[src/tcc_pkg.sv]
/*
  Package for the timer control and event register block: register indices, field positions,
  reset values, command and event action codes, and the carrier structs.
  Assumes a 32-bit Avalon-MM slave port with byte addresses of four times the register index.
*/
package tcc_pkg;

  ////////////////////////////////////////////////////////////////////////////////
  // Register indices; the byte address is four times the index.
  localparam int unsigned TCC_IDX_W = 6;
  localparam logic [5:0] TCC_IDX_CTRL_A = 6'h00;
  localparam logic [5:0] TCC_IDX_CTRLB_CLR = 6'h04;
  localparam logic [5:0] TCC_IDX_CTRLB_SET = 6'h05;
  localparam logic [5:0] TCC_IDX_CTRL_C = 6'h06;
  localparam logic [5:0] TCC_IDX_DEBUG = 6'h08;
  localparam logic [5:0] TCC_IDX_EVENT_CONTROL = 6'h0a;
  localparam logic [5:0] TCC_IDX_IEN_CLR = 6'h0c;
  localparam logic [5:0] TCC_IDX_IEN_SET = 6'h0d;
  localparam logic [5:0] TCC_IDX_STATUS = 6'h0f;

  ////////////////////////////////////////////////////////////////////////////////
  // Field positions.
  localparam int unsigned TCC_CA_SWRST = 0;
  localparam int unsigned TCC_CA_ENABLE = 1;
  localparam int unsigned TCC_CA_PRESC_LSB = 8;
  localparam int unsigned TCC_CB_DIR = 0;
  localparam int unsigned TCC_CB_SINGLE_RUN_MODE = 2;
  localparam int unsigned TCC_CB_CMD_LSB = 6;
  localparam int unsigned TCC_CC_INV_LSB = 0;
  localparam int unsigned TCC_CC_CPT_LSB = 4;
  localparam int unsigned TCC_DBG_RUN = 0;
  localparam int unsigned TCC_EV_ACT_LSB = 0;
  localparam int unsigned TCC_EV_POL = 4;
  localparam int unsigned TCC_EV_IEN = 5;
  localparam int unsigned TCC_EV_WRAP_EO = 8;
  localparam int unsigned TCC_EV_MATCH_EO_LSB = 12;
  localparam int unsigned TCC_ST_STOP = 3;
  localparam logic [7:0] TCC_IEN_MASK = 8'h3b;
  localparam logic [7:0] TCC_IEN_RESET = 8'h00;
  localparam logic [9:0] TCC_PRESC_ZERO = 10'h000;

  ////////////////////////////////////////////////////////////////////////////////
  // Codes.
  typedef enum logic [1:0] {
    TCC_CMD_NONE = 2'h0,
    TCC_CMD_RETRIGGER = 2'h1,
    TCC_CMD_STOP = 2'h2,
    TCC_CMD_RSVD = 2'h3
  } tcc_cmd_t;

  typedef enum logic [2:0] {
    TCC_ACT_OFF = 3'h0,
    TCC_ACT_RETRIGGER = 3'h1,
    TCC_ACT_COUNT = 3'h2,
    TCC_ACT_START = 3'h3,
    TCC_ACT_RSVD4 = 3'h4,
    TCC_ACT_PERIOD_WIDTH = 3'h5,
    TCC_ACT_WIDTH_PERIOD = 3'h6,
    TCC_ACT_RSVD7 = 3'h7
  } tcc_act_sel_t;

  typedef enum logic {
    TCC_RUN_STOPPED = 1'b0,
    TCC_RUN_ACTIVE = 1'b1
  } tcc_run_t;

  ////////////////////////////////////////////////////////////////////////////////
  // Carriers.
  typedef struct packed {
    logic count_down;
    logic single_run_mode;
    logic [1:0] capture_channel_enable;
    logic [1:0] output_invert_enable;
    logic run_while_debug_halted;
    logic [7:0] irq_enable;
    logic [2:0] prescale_sel;
  } tcc_cfg_t;

  typedef struct packed {
    logic restart;
    logic count_step;
    logic capture_period;
    logic capture_width;
    logic period_in_slot1;
  } tcc_act_t;

  // Returns the prescaler count mask for a divider selection.
  function automatic logic [9:0] tcc_presc_mask(input logic [2:0] sel);
    logic [9:0] m;
    m = 10'h000;
    case (sel)
      3'h0: m = 10'h000;
      3'h1: m = 10'h001;
      3'h2: m = 10'h003;
      3'h3: m = 10'h007;
      3'h4: m = 10'h00f;
      3'h5: m = 10'h03f;
      3'h6: m = 10'h0ff;
      default: m = 10'h3ff;
    endcase
    return m;
  endfunction : tcc_presc_mask

endpackage : tcc_pkg

[src/tcc_regs.sv]
/*
  Control, event and interrupt enable registers of a timer unit with run control,
  prescaler, event input decoding and event output gating.
  Assumes the counting core outside supplies wrap and match pulses and raw waveforms,
  and all inputs are synchronous to core_clk.
*/
// The Avalon-MM register port was decided locally.

// Overview of operation
// - Writing one to single-run bit via clear register turns single-run off.
// - Single-run: counter stops at next wrap; otherwise it keeps counting.
// - Writing one to single-run bit via set register turns single-run on.
// - Writing one to direction via clear register selects counting up.
// - Writing one to direction via set register selects counting down.
// - Set and clear registers share one control state and read back identically.
// - A software command executes on the next prescaled tick.
// - Executed command reads back zero; writing zero does nothing.
// - Command 1 starts or restarts, 2 stops, 3 is reserved.
// - Capture-enable bits select capture per channel, else compare.
// - Inversion bits invert each channel's waveform output.
// - Debug-run bit keeps timer running while the debugger halts the system.
// - Debug-run bit survives a software reset.
// - Match event output per channel when its enable is set.
// - Wrap event output on every wrap when its enable is set.
// - Event input enable gates incoming events.
// - Polarity bit inverts the incoming event before use.
// - Action 0 none, 1 restart, 2 count, 3 start on event.
// - Action 5 period to slot 0 width to slot 1; 6 the reverse.
// - Writing one to interrupt enable clear disables that enable.
// - Interrupt enable set and clear share one set of enable bits.
// - Stopped flag set on disable, stop command, or single-run wrap.
// - Writing one to a command bit via clear cancels a pending command.
module tcc_regs
  import tcc_pkg::*;
(
  input wire logic core_clk,
  input wire logic reset_n,
  input wire logic [7:0] avs_address,
  input wire logic avs_read,
  input wire logic avs_write,
  input wire logic [31:0] avs_writedata,
  input wire logic [3:0] avs_byteenable,
  output logic [31:0] avs_readdata,
  output logic avs_waitrequest,
  input wire logic debug_halt,
  input wire logic wrap_in,
  input wire logic [1:0] match_in,
  input wire logic event_in,
  input wire logic [1:0] wave_raw,
  output tcc_cfg_t cfg,
  output logic counter_run,
  output logic count_enable,
  output tcc_act_t action,
  output logic [1:0] waveform_out,
  output logic wrap_event_out,
  output logic [1:0] match_event_out
);

  ////////////////////////////////////////////////////////////////////////////////
  // Bus slave: one wait cycle, then the access takes effect.
  logic wait_q;
  logic [31:0] rdata_q;
  logic [5:0] idx;
  logic take_wr, wr_lo, wr_hi;
  logic [7:0] wd_lo, wd_hi;
  assign idx = avs_address[7:2];
  assign take_wr = avs_write && !wait_q;
  assign wr_lo = take_wr && avs_byteenable[0];
  assign wr_hi = take_wr && avs_byteenable[1];
  assign wd_lo = avs_writedata[7:0];
  assign wd_hi = avs_writedata[15:8];
  always_ff @(posedge core_clk)
  begin
    if (!reset_n)
      wait_q <= 1'b1;
    else if ((avs_read || avs_write) && wait_q)
      wait_q <= 1'b0;
    else
      wait_q <= 1'b1;
  end
  ////////////////////////////////////////////////////////////////////////////////
  // Control registers.
  logic enable_q, dir_q, single_run_mode_q, run_while_debug_halted_q, evpol_q, evien_q, wrap_eo_q, swrst, tick_q;
  logic [2:0] presc_sel_q, event_action_select_q;
  logic [1:0] cmd_q, cpt_q, inv_q, match_eo_q;
  logic [7:0] ien_q;
  tcc_run_t run_q;
  assign swrst = wr_lo && idx == TCC_IDX_CTRL_A && wd_lo[TCC_CA_SWRST];
  always_ff @(posedge core_clk)
  begin
    if (!reset_n || swrst)
    begin
      enable_q <= 1'b0;
      presc_sel_q <= 3'h0;
    end
    else if (idx == TCC_IDX_CTRL_A)
    begin
      if (wr_lo)
        enable_q <= wd_lo[TCC_CA_ENABLE];
      if (wr_hi)
        presc_sel_q <= wd_hi[TCC_CA_PRESC_LSB-8 +: 3];
    end
  end
  always_ff @(posedge core_clk)
  begin
    if (!reset_n || swrst)
    begin
      dir_q <= 1'b0;
      single_run_mode_q <= 1'b0;
    end
    else if (wr_lo && idx == TCC_IDX_CTRLB_CLR)
    begin
      if (wd_lo[TCC_CB_DIR])
        dir_q <= 1'b0;
      if (wd_lo[TCC_CB_SINGLE_RUN_MODE])
        single_run_mode_q <= 1'b0;
    end
    else if (wr_lo && idx == TCC_IDX_CTRLB_SET)
    begin
      if (wd_lo[TCC_CB_DIR])
        dir_q <= 1'b1;
      if (wd_lo[TCC_CB_SINGLE_RUN_MODE])
        single_run_mode_q <= 1'b1;
    end
  end
  // A new command set in the tick cycle wins over the hardware clear.
  always_ff @(posedge core_clk)
  begin
    if (!reset_n || swrst)
      cmd_q <= TCC_CMD_NONE;
    else if (wr_lo && idx == TCC_IDX_CTRLB_SET && wd_lo[TCC_CB_CMD_LSB +: 2] != TCC_CMD_NONE)
      cmd_q <= wd_lo[TCC_CB_CMD_LSB +: 2];
    else if (wr_lo && idx == TCC_IDX_CTRLB_CLR && wd_lo[TCC_CB_CMD_LSB +: 2] != TCC_CMD_NONE)
      cmd_q <= TCC_CMD_NONE;
    else if (tick_q)
      cmd_q <= TCC_CMD_NONE;
  end
  always_ff @(posedge core_clk)
  begin
    if (!reset_n || swrst)
    begin
      cpt_q <= 2'h0;
      inv_q <= 2'h0;
      event_action_select_q <= TCC_ACT_OFF;
      evpol_q <= 1'b0;
      evien_q <= 1'b0;
      wrap_eo_q <= 1'b0;
      match_eo_q <= 2'h0;
    end
    else
    begin
      if (wr_lo && idx == TCC_IDX_CTRL_C)
      begin
        cpt_q <= wd_lo[TCC_CC_CPT_LSB +: 2];
        inv_q <= wd_lo[TCC_CC_INV_LSB +: 2];
      end
      if (wr_lo && idx == TCC_IDX_EVENT_CONTROL)
      begin
        event_action_select_q <= wd_lo[TCC_EV_ACT_LSB +: 3];
        evpol_q <= wd_lo[TCC_EV_POL];
        evien_q <= wd_lo[TCC_EV_IEN];
      end
      if (wr_hi && idx == TCC_IDX_EVENT_CONTROL)
      begin
        wrap_eo_q <= wd_hi[TCC_EV_WRAP_EO-8];
        match_eo_q <= wd_hi[TCC_EV_MATCH_EO_LSB-8 +: 2];
      end
    end
  end
  // Only the power-on reset touches the debug-run bit.
  always_ff @(posedge core_clk)
  begin
    if (!reset_n)
      run_while_debug_halted_q <= 1'b0;
    else if (wr_lo && idx == TCC_IDX_DEBUG)
      run_while_debug_halted_q <= wd_lo[TCC_DBG_RUN];
  end
  always_ff @(posedge core_clk)
  begin
    if (!reset_n || swrst)
      ien_q <= TCC_IEN_RESET;
    else if (wr_lo && idx == TCC_IDX_IEN_CLR)
      ien_q <= ien_q & ~(wd_lo & TCC_IEN_MASK);
    else if (wr_lo && idx == TCC_IDX_IEN_SET)
      ien_q <= ien_q | (wd_lo & TCC_IEN_MASK);
  end
  ////////////////////////////////////////////////////////////////////////////////
  // Read data, prepared in the wait cycle.
  logic [31:0] rmux;
  always_comb
  begin
    rmux = 32'h0000_0000;
    case (idx)
      TCC_IDX_CTRL_A:
      begin
        rmux[TCC_CA_ENABLE] = enable_q;
        rmux[TCC_CA_PRESC_LSB +: 3] = presc_sel_q;
      end
      TCC_IDX_CTRLB_CLR, TCC_IDX_CTRLB_SET:
      begin
        rmux[TCC_CB_CMD_LSB +: 2] = cmd_q;
        rmux[TCC_CB_SINGLE_RUN_MODE] = single_run_mode_q;
        rmux[TCC_CB_DIR] = dir_q;
      end
      TCC_IDX_CTRL_C:
      begin
        rmux[TCC_CC_CPT_LSB +: 2] = cpt_q;
        rmux[TCC_CC_INV_LSB +: 2] = inv_q;
      end
      TCC_IDX_DEBUG: rmux[TCC_DBG_RUN] = run_while_debug_halted_q;
      TCC_IDX_EVENT_CONTROL:
      begin
        rmux[TCC_EV_ACT_LSB +: 3] = event_action_select_q;
        rmux[TCC_EV_POL] = evpol_q;
        rmux[TCC_EV_IEN] = evien_q;
        rmux[TCC_EV_WRAP_EO] = wrap_eo_q;
        rmux[TCC_EV_MATCH_EO_LSB +: 2] = match_eo_q;
      end
      TCC_IDX_IEN_CLR, TCC_IDX_IEN_SET: rmux[7:0] = ien_q;
      TCC_IDX_STATUS: rmux[TCC_ST_STOP] = (run_q == TCC_RUN_STOPPED);
      default: rmux = 32'h0000_0000;
    endcase
  end
  always_ff @(posedge core_clk)
  begin
    if (!reset_n)
      rdata_q <= 32'h0000_0000;
    else if (avs_read && wait_q)
      rdata_q <= rmux;
  end
  ////////////////////////////////////////////////////////////////////////////////
  // Prescaler; it halts with the system unless debug-run is set.
  logic [9:0] presc_q, pmask;
  logic halted;
  assign halted = debug_halt && !run_while_debug_halted_q;
  assign pmask = tcc_presc_mask(presc_sel_q);
  always_ff @(posedge core_clk)
  begin
    if (!reset_n || !enable_q || halted)
    begin
      presc_q <= TCC_PRESC_ZERO;
      tick_q <= 1'b0;
    end
    else
    begin
      presc_q <= ((presc_q & pmask) == pmask) ? TCC_PRESC_ZERO : presc_q + 10'h001;
      tick_q <= (presc_q & pmask) == pmask;
    end
  end
  ////////////////////////////////////////////////////////////////////////////////
  // Event input decode.
  logic ev_prev_q, ev_lvl, ev_rise, ev_fall;
  assign ev_lvl = (event_in ^ evpol_q) && evien_q;
  assign ev_rise = ev_lvl && !ev_prev_q;
  assign ev_fall = !ev_lvl && ev_prev_q;
  always_ff @(posedge core_clk)
  begin
    if (!reset_n)
      ev_prev_q <= 1'b0;
    else
      ev_prev_q <= ev_lvl;
  end
  logic ev_restart, ev_start;
  always_comb
  begin
    ev_restart = 1'b0;
    ev_start = 1'b0;
    case (tcc_act_sel_t'(event_action_select_q))
      TCC_ACT_RETRIGGER: ev_restart = ev_rise;
      TCC_ACT_START: ev_start = ev_rise && run_q == TCC_RUN_STOPPED;
      TCC_ACT_PERIOD_WIDTH, TCC_ACT_WIDTH_PERIOD: ev_restart = ev_rise;
      default: ev_restart = 1'b0;
    endcase
  end
  always_ff @(posedge core_clk)
  begin
    if (!reset_n || !enable_q)
      action <= '0;
    else
    begin
      action.restart <= ev_restart || ev_start || (tick_q && cmd_q == TCC_CMD_RETRIGGER);
      action.count_step <= ev_rise && event_action_select_q == TCC_ACT_COUNT;
      action.capture_period <= ev_rise && (event_action_select_q == TCC_ACT_PERIOD_WIDTH || event_action_select_q == TCC_ACT_WIDTH_PERIOD);
      action.capture_width <= ev_fall && (event_action_select_q == TCC_ACT_PERIOD_WIDTH || event_action_select_q == TCC_ACT_WIDTH_PERIOD);
      action.period_in_slot1 <= event_action_select_q == TCC_ACT_WIDTH_PERIOD;
    end
  end
  ////////////////////////////////////////////////////////////////////////////////
  // Run control; stop causes win over start causes in the same cycle.
  logic stop_now, start_now;
  assign stop_now = (tick_q && cmd_q == TCC_CMD_STOP) || (wrap_in && single_run_mode_q);
  assign start_now = (tick_q && cmd_q == TCC_CMD_RETRIGGER) || ev_restart || ev_start;
  always_ff @(posedge core_clk)
  begin
    if (!reset_n || !enable_q)
      run_q <= TCC_RUN_STOPPED;
    else if (stop_now)
      run_q <= TCC_RUN_STOPPED;
    else if (start_now)
      run_q <= TCC_RUN_ACTIVE;
  end
  ////////////////////////////////////////////////////////////////////////////////
  // Registered outputs.
  always_ff @(posedge core_clk)
  begin
    if (!reset_n)
    begin
      cfg <= '0;
      counter_run <= 1'b0;
      count_enable <= 1'b0;
      waveform_out <= 2'h0;
      wrap_event_out <= 1'b0;
      match_event_out <= 2'h0;
    end
    else
    begin
      cfg.count_down <= dir_q;
      cfg.single_run_mode <= single_run_mode_q;
      cfg.capture_channel_enable <= cpt_q;
      cfg.output_invert_enable <= inv_q;
      cfg.run_while_debug_halted <= run_while_debug_halted_q;
      cfg.irq_enable <= ien_q;
      cfg.prescale_sel <= presc_sel_q;
      counter_run <= run_q == TCC_RUN_ACTIVE;
      count_enable <= run_q == TCC_RUN_ACTIVE && tick_q && !halted;
      waveform_out <= wave_raw ^ inv_q;
      wrap_event_out <= wrap_in && wrap_eo_q;
      match_event_out <= match_in & match_eo_q;
    end
  end
  assign avs_waitrequest = wait_q;
  assign avs_readdata = rdata_q;
endmodule : tcc_regs

[config.mk]
export PLATFORM = sky130hd
export DESIGN_NAME = tcc_regs
export DESIGN_NICKNAME = d
export VERILOG_FILES = /design/src/tcc_pkg.sv /design/src/tcc_regs.sv
export SDC_FILE = /design/constraint.sdc
export NUM_CORES = 1
export LEC_CHECK = 0
export BUFFER_PORTS_ARGS = -buffer_cell sky130_fd_sc_hd__clkbuf_2
export CAP_MARGIN = 20
export CORE_ASPECT_RATIO = 0.8
export CORE_MARGIN = 1
export CORE_UTILIZATION = 50
export CTS_CLUSTER_DIAMETER = 150
export DETAILED_ROUTE_END_ITERATION = 8
export HOLD_SLACK_MARGIN = 0.1
export PLACE_DENSITY_LB_ADDON = 0.2
export SYNTH_ARGS = -nofsm -noshare
export SYNTH_HDL_FRONTEND = slang
export SYNTH_SLANG_ARGS = --single-unit
[constraint.sdc]
create_clock -name core_clk -period 1.9 [get_ports core_clk]
set_input_delay 0 -clock core_clk [delete_from_list [all_inputs] [get_ports core_clk]]
set_output_delay 0 -clock core_clk [all_outputs]
set_load 0.01 [all_outputs]
==> results.cfg, run 1 <==
[run_status]
status = completed

[synth]
synth.largest_area_cell = dfxtp_1
synthTopCellsByArea = dfxtp_1, mux2i_1, buf_4
avgSynthCellArea_um2 = 9.61
synth_top_area_share_pct = 46.8
ys_async_sr_fraction_pct = 0
ys_ff_latch = 80
synthCells = 356
synth_edf_count = 0
synth.most_common_cell = dfxtp_1
yosys_warnings = 0
synth-main-ff-cell = dfxtp_1
yosys-top-cells-count = dfxtp_1, nor2_1, mux2i_1
ys_types = 48
syn_area_um2 = 3420
ys_seq_area_share_pct = 46.8

[die]
initial_core_util_pct = 52.6
rows = 26
core-area_um2 = 6510
num_io_pins = 118
die_width_um = 94.5
die_h_um = 76.0
die_area_um2 = 7180

[timing]
clock_skew_ps = 8.46
worst_hold_slack_ps = 132
finalCritPeriodShare_pct = 93.5
rsz0062_at_grt = no
maxSlewHeadroom_pct = 66.2
finalSetupTns_ps = 0
layout_setup_ws_ps = 123
setup-violations-final = 0
finalMaxSlewViolations = 0
worst_pin_slew_ps = 505
max_freq_ghz = 0.563
hold_violations = 0
finalCriticalPeriod_ps = 1780

[worst_setup_path]
worstPathRequired_ps = 2140
arrival_ps = 2010
cp_max_fo = 6
crit_path_end_kind = flop
path_class = flop to flop
setup.worst_path.start_class = flop

[final_layout]
fin_util_pct = 65.2
syn_to_final_growth_pct = 24.0
fin_nets = 513
drive_gt1_share_pct = 23.8
num_antenna_cells = 0

[pwr]
peakVddDrop_v = 0.000489
finalPower_uw = 3140
p_per_area_nw_per_um2 = 740
leakage_uw = 0.00187

[global_routing]
grt_antenna_before_repair = 0
grt_pass1_wl_um = 12400
grt_usage_pct = 22.3
grt_max_degree = 42
grt_pass1_vias = 2567
grt_overflow = 0

[clocking]
clkLatencyLatePin_ps = 350
cts_root_buffer = clkbuf_8
clk_pin_slew_worst_paths_ps = 80
post_cts_resize_count = 0
cts-buffers-inserted = 9
cts_tree = yes
cts_buffer_depth = 2
htreeDepth = 3
cts.sink_count = 80

[placement]
pre_cts_ws_ps = 365
place.gp.congestion = 0.865
place_hpwl_um = 5490
portBuffers = 72

[routing]
vias_per_cell = 5.15
drt-wirelength-per-cell_um = 14.6
drt_iter0_markers = 141
vias = 2813
drc = 0
routed_wl_um = 7970
dr.pass1.iters = 4
drtAntennaViolNets = 0

[flow_run]
max-cap-violations = 0

[hold_path]
hp-class = input port to flop
-- layer usage --
| layer | part of all wire, % | track usage [%] | wire length, um |
|---|---|---|---|
| met1 | 48 | 31.8 | 3820 |
| met2 | 45 | 33.8 | 3570 |
| met3 | 7.1 | 6.53 | 562 |
| met4 | 0.19 | 3.64 | 15 |
| met5 | 0 | 0 | 0 |
-- flip-flops by register name, summed over array words and instances, names as in the netlist, 2 cells and up, named ones only --
| signal | count |
|---|---|
| match_event_out | 2 |
| match_eo_q | 2 |
| cmd_q | 2 |
| waveform_out | 2 |
| cfg | 15 |
| avs_readdata | 13 |
| inv_q | 2 |
| cpt_q | 2 |
| event_action_select_q | 3 |
| presc_sel_q | 3 |
| action | 5 |
| presc_q | 10 |
-- logic make-up (layout without fill, tap and decap cells) --
group	count (synthesis)	in the layout	synth area share, %
xor+xnor	12	12	3.07
buf+inv	47	132	8.20
mux	25	25	7.35
fa+ha+maj	1	1	0.366
other cells	1	22	0.110
flops	80	80	46.8
compound gates	58	58	12.0
simple gates	132	132	22.1
-- layout make-up --
type                    count  area [um2]
well taps                  84         105
inverters                   6        22.5
repair buffers            110         706
clock inverters             6        60.1
fillers                   568        2270
multi-input cells         250        1620
flip-flops and latches     80        1600
clock buffers              10         128
-- final timing paths --
kind / startpoint / end / slack, ps / depth (start not counted)
worst min-delay path: avs_address[2] / cmd_q[1] / 130 / 3
worst max register to register: avs_waitrequest / cmd_q[0] / 120 / 6
worst max-delay path: avs_waitrequest / cmd_q[0] / 120 / 6
worst min register to register: avs_readdata[9] / avs_readdata[9] / 460 / 2
-- power by group --
part           switching (uW)  leakage [uW]  internal [uW]  total [uW]
Clock                     603     0.0000920            600        1200
Combinational             142       0.00113           99.7         242
Sequential               6.38      0.000646           1680        1690
Total                     752       0.00187           2380        3140
-- through the flow --
stage / std cells / cell area (um2)
2_1_floorplan: 377 / 3500
3_5_place_dp: 504 / 3800
5_1_grt: 546 / 4240
3_3_place_gp: 504 / 3800
4_1_cts: 544 / 4220
6_report: 546 / 4240
-- timing repair --
item / CTS / global route
setup buffers: 0 / 2
endpoints found under the hold margin: 39 / 0
hold buffers: 24 / 0
setup endpoints to repair: 0 / 1
-- cells in the final DEF (no fill, tap or decap), drive strengths merged, types with 7 or more instances in the layout --
cell type / instances
nand4: 13
mux2i: 24
nand3: 17
and2: 20
dlygate4sd3: 24
clkbuf: 82
conb: 22
nor2b: 8
dfxtp: 80
o21ai: 11
a211oi: 8
nand2: 19
a21boi: 7
xnor2: 7
a21oi: 10
nor2: 32
buf: 14
-- critical path, stage by stage, from the launching register on --
cell and delay [ps]:
dfxtp_1 350, and3b_1 290, buf_4 160, o2111ai_1 130, nand3b_1 110, a21oi_1 60
dlygate4sd3_1 560
(Power assumes the default switching activity.)
==> inputs of run 2 (changes only) <==
==> constraint.sdc (replaced) <==
create_clock -name core_clk -period 1.8 [get_ports core_clk]
set_input_delay 0 -clock core_clk [delete_from_list [all_inputs] [get_ports core_clk]]
set_output_delay 0 -clock core_clk [all_outputs]
set_load 0.01 [all_outputs]
==> run 2 against run 1 <==
  * Wire length is 2.3% lower
  * Via count grew 1.3%
  * Final area grew 0.24%
  * Worst setup slack better by 41 ps
  * Core utilization is 0.15 points higher
  * Count of clock-buffer cells in the layout up 2
  * Final cell count decreased by 0.73%
  * Largest cell class unchanged
  * Highest routed layer unchanged
==> results.cfg, run 2 (synthesized netlist as in run 1, its figures left out) <==
[worst_setup_path]
arrival_ps = 1890
crit_path_end_kind = flop
worstPathRequired_ps = 2050
worstRegToRegCells = 5
cp_max_fo = 6
setup.worst_path.start_class = flop
path_class = flop to flop

[pwr]
leakage_uw = 0.00187
clkPwrFrac_pct = 41.7
p_per_area_nw_per_um2 = 821
peakVddDrop_v = 0.000493
combPwrFrac_pct = 7.2
power_switching_uw = 761
internal_power_uw = 2730
p_sw_share_pct = 21.8
seqPwrFrac_pct = 51.2

[timing]
finalCriticalPeriod_ps = 1640
hold_violations = 0
rsz0062_at_grt = no
finalCritPeriodShare_pct = 90.9
finalMaxSlewViolations = 0
setup-violations-final = 0
clock_skew_ps = 8.73
maxSlewHeadroom_pct = 40.6
max_freq_ghz = 0.611
worst_pin_slew_ps = 890
finalSetupTns_ps = 0

[die]
die_area_um2 = 7180
rows = 26
num_io_pins = 118
initial_core_util_pct = 52.6
die_width_um = 94.5
core-area_um2 = 6510
die_h_um = 76.0

[clocking]
cts.sink_count = 80
cts_tree = yes
cts_root_buffer = clkbuf_8
cts-buffers-inserted = 9
clk_pin_slew_worst_paths_ps = 80
clkLatencyLatePin_ps = 350
cts_buffer_depth = 2
post_cts_resize_count = 0
htreeDepth = 3

[routing]
dr.pass1.iters = 4
drtAntennaViolNets = 0
drc = 0
vias_per_cell = 5.26
drt-wirelength-per-cell_um = 14.4
vias = 2850
drt_iter0_markers = 108
routed_wl_um = 7780

[run_status]
status = completed

[final_layout]
fill_cells = 550
syn_to_final_growth_pct = 24.3
largest_reg_flops = 15
fin_nets = 510
largest_register = cfg
final_common_cell = dfxtp_1
drive_gt1_share_pct = 23.1
mostFrequentLayoutCells = dfxtp_1, clkbuf_2, nor2_1
num_antenna_cells = 0
fin_util_pct = 65.3

[hold_path]
hold-path-cell-count = 4
hp-class = input port to flop

[flow_run]
max-cap-violations = 0

[global_routing]
grt_overflow = 0
grt_max_degree = 31
grt_usage_pct = 22.5
grt_pass1_vias = 2536
grt_pass1_wl_um = 12400
grt_antenna_before_repair = 0

[placement]
place.gp.congestion = 0.817
place_hpwl_um = 5400
portBuffers = 72
[run 2: changes by cell type in the layout (fill, tap and decap cells not counted)]
cell        change
buf_4           -3
bufinv_16       +1
clkbuf_8        +2
clkinv_2        -2
clkinvlp_4      -2
[run 2: worst paths after layout]
path | startpoint | endpoint | slack [ps]
worst min register to register | avs_readdata[9] | avs_readdata[9] | 460
worst max-delay path | avs_waitrequest | presc_sel_q[2] | 160
worst min-delay path | avs_address[4] | avs_readdata[13] | 120
worst max register to register | avs_waitrequest | presc_sel_q[2] | 160
[run 2: cell type report]
| type | instances | area [um2] | share of cell area (%) |
|---|---|---|---|
| timing repair buffer | 107 | 683 | 16.1 |
| tap | 84 | 105 | 2.47 |
| sequential | 80 | 1600 | 37.7 |
| inverter | 6 | 22.5 | 0.530 |
| clock buffer | 12 | 155 | 3.65 |
| multi-input combinational | 250 | 1620 | 38.0 |
| clock inverter | 3 | 65.1 | 1.53 |
[run 2: power groups by stage]
stage	registers [uW]	logic (uW)	clock network [uW]
4_1_cts	1790	248	1480
6_report	1790	250	1450
3_3_place_gp	1830	205	0
3_5_place_dp	1830	207	0
5_1_grt	1790	270	1570
2_1_floorplan	1830	146	0
[run 2: layer usage]
| layer | share of wire, % | track usage (%) |
|---|---|---|
| met4 | 1.1 | 6.21 |
| met5 | 0 | 0 |
| met2 | 44 | 32.2 |
| met1 | 47 | 32.0 |
| met3 | 7.6 | 7.93 |
[run 2: repair_timing]
action,4_1_cts,5_1_grt
setup endpoints to repair,0,1
hold buffers,24,0
buffers inserted,0,1
hold endpoints to repair,46,0
[run 2: per-stage QoR]
stage          instances  total power [uW]  area, um2  setup slack, ps  hold WS [ps]
2_1_floorplan        377              1980       3500              400           116
3_3_place_gp         502              2030       3780              294           228
3_5_place_dp         502              2030       3780              202           238
4_1_cts              541              3520       4240              111           107
5_1_grt              542              3630       4250             43.4           132
6_report             542              3490       4250              164           122
[run 2: critical path: stages (launching register included)]
cell	delay (ps)
dfxtp_1	360
nor2b_1	210
nand4_1	170
mux2i_1	190
dlygate4sd3_1	570
nor2_1	40
==> inputs of run 3 (changes only) <==
--- a/config.mk
+++ b/config.mk
@@ -12,6 +12,7 @@
 export CORE_UTILIZATION = 50
 export CTS_CLUSTER_DIAMETER = 150
 export DETAILED_ROUTE_END_ITERATION = 8
+export GPL_TIMING_DRIVEN = 0
 export HOLD_SLACK_MARGIN = 0.1
 export PLACE_DENSITY_LB_ADDON = 0.2
 export SYNTH_ARGS = -nofsm -noshare
==> run 3 against run 2 <==
  * Count of clock-buffer cells in the layout grew 1
  * Wire length grew 3.1%
  * Critical endpoint is now presc_sel_q[1]
  * Largest cell class unchanged
  * Combinational power grew 18%
  * Largest power group unchanged
  * Final area grew 3.5%
  * Core utilization grew 2.3 points
  * Hold slack lost 5.7 ps
  * First-iteration DRC count grew 91%
  * Total power shrank 1.2%
  * Clock skew grew 0.55 ps
  * Worst setup slack lost 68 ps
  * Critical path type unchanged
==> results.cfg, run 3 (synthesized netlist as in run 1, its figures left out) <==
[routing]
drt-wirelength-per-cell_um = 14.1
drt_iter0_markers = 206
drtAntennaViolNets = 0
dr.pass1.iters = 4
vias = 2896
drc = 0
vias_per_cell = 5.08
routed_wl_um = 8030

[pwr]
combPwrFrac_pct = 8.6
finalPower_uw = 3450
clkPwrFrac_pct = 39.6
leakage_uw = 0.00198
p_per_area_nw_per_um2 = 784
p_sw_share_pct = 22.8
power_switching_uw = 786
peakVddDrop_v = 0.000560
seqPwrFrac_pct = 51.8
internal_power_uw = 2660

[clocking]
cts_root_buffer = clkbuf_8
cts_buffer_depth = 2
cts_tree = yes
clk_pin_slew_worst_paths_ps = 80
htreeDepth = 3
cts.sink_count = 80
clkLatencyLatePin_ps = 350
cts-buffers-inserted = 9

[final_layout]
largest_register = cfg
drive_gt1_share_pct = 25.5
final_common_cell = dfxtp_1
num_antenna_cells = 0
fin_util_pct = 67.6
mostFrequentLayoutCells = dfxtp_1, clkbuf_2, nor2_1
fill_cells = 582
fin_nets = 538
largest_reg_flops = 15
syn_to_final_growth_pct = 28.6
final_cells = 570

[hold_path]
hp-class = input port to flop
hold-path-cell-count = 4
min_from = avs_address[4]
hold_end = avs_readdata[13]

[die]
die_area_um2 = 7180
initial_core_util_pct = 52.6
die_width_um = 94.5
die_h_um = 76.0
rows = 26
num_io_pins = 118
core-area_um2 = 6510

[timing]
finalSetupTns_ps = 0
maxSlewHeadroom_pct = 57.2
rsz0062_at_grt = no
finalCritPeriodShare_pct = 94.7
max_freq_ghz = 0.587
finalMaxSlewViolations = 0
clock_skew_ps = 9.28
worst_pin_slew_ps = 638
hold_violations = 0
setup-violations-final = 0
finalCriticalPeriod_ps = 1700
layout_setup_ws_ps = 96.0

[worst_setup_path]
r2r_slack_ps = 100
cp_cell_sequence = and3b_1 -> clkbuf_1 -> nand3_2 -> o21ai_4 -> buf_6 -> nor2_1
path_class = flop to flop
timing.rr.end = presc_sel_q[1]
setup.worst_path.start_class = flop
cp-startpoint = avs_waitrequest
r2r-start = avs_waitrequest
crit_path_end_kind = flop
worstPathRequired_ps = 2040
slowest_delay_ps = 360
slowest_stage = dfxtp_1
arrival_ps = 1940
worstRegToRegCells = 6
cp_max_fo = 10

[global_routing]
grt_pass1_wl_um = 13000
grt_antenna_before_repair = 0
grt_usage_pct = 23.8
grt_pass1_vias = 2639
grt_overflow = 0
grt_max_degree = 13

[placement]
place_hpwl_um = 5720
pre_cts_ws_ps = 86.6
dp_cells = 532
portBuffers = 71
place.gp.congestion = 0.937

[flow_run]
max-cap-violations = 0

[run_status]
status = completed
run 3: changes by cell type in the layout (fill, tap and decap cells not counted), moves of 2 or more:
cell,delta
buf_6,+2
clkbuf_1,+11
buf_4,+11
buf_2,+5
run 3: worst max path at each step:
stage                                    end  slack [ps]  cells past startpoint
detailed placement                  inv_q[0]          90                      6
global route        event_action_select_q[1]          20                      6
CTS                           presc_sel_q[1]         120                      6
finish                        presc_sel_q[1]         100                      6
floorplan           event_action_select_q[0]         400                      6
global placement    event_action_select_q[0]         130                      6
run 3: layout make-up:
type,instances,area (um2),area share [%]
Buffer,41,259,5.89
Tap cell,84,105,2.39
Multi-Input combinational cell,250,1620,36.8
Clock buffer,13,169,3.84
Clock inverter,2,37.5,0.854
Timing Repair Buffer,94,586,13.3
Sequential cell,80,1600,36.4
Inverter,6,22.5,0.512
run 3: layer usage:
| layer | up-vias | part of all wire [%] | track usage, % |
|---|---|---|---|
| met3 | 12 | 7.7 | 6.12 |
| met2 | 111 | 43 | 34.5 |
| li1 | 1453 | - | - |
| met4 | 0 | 1.4 | 7.27 |
| met5 | - | 0 | 0 |
| met1 | 1320 | 48 | 34.4 |
run 3: stage by stage:
step | area, um2 | hold slack (ps)
after floorplan | 3500 | 116
after global routing | 4400 | 126
final | 4400 | 117
after global placement | 3960 | 233
after CTS | 4400 | 103
after detailed placement | 3960 | 244
run 3: timing repair:
| action | in CTS | in global routing |
|---|---|---|
| hold endpoints to repair | 38 | 0 |
| setup buffers | 0 | 0 |
| gates resized for setup | 0 | 2 |
| hold buffers | 23 | 0 |
| setup endpoints to repair | 0 | 1 |
run 3: worst max-delay path, delay by kind of cell, from the launching register on:
kind            cells  cell delay (ps)
buf+inv             2              440
simple gates        3              450
flops               1              360
compound gates      1              340
run 3: power groups by stage:
stage          combinational, uW  clock, uW  sequential (uW)
2_1_floorplan                146          0             1830
3_3_place_gp                 247          0             1830
3_5_place_dp                 249          0             1830
4_1_cts                      289       1380             1790
5_1_grt                      320       1470             1790
6_report                     295       1370             1790
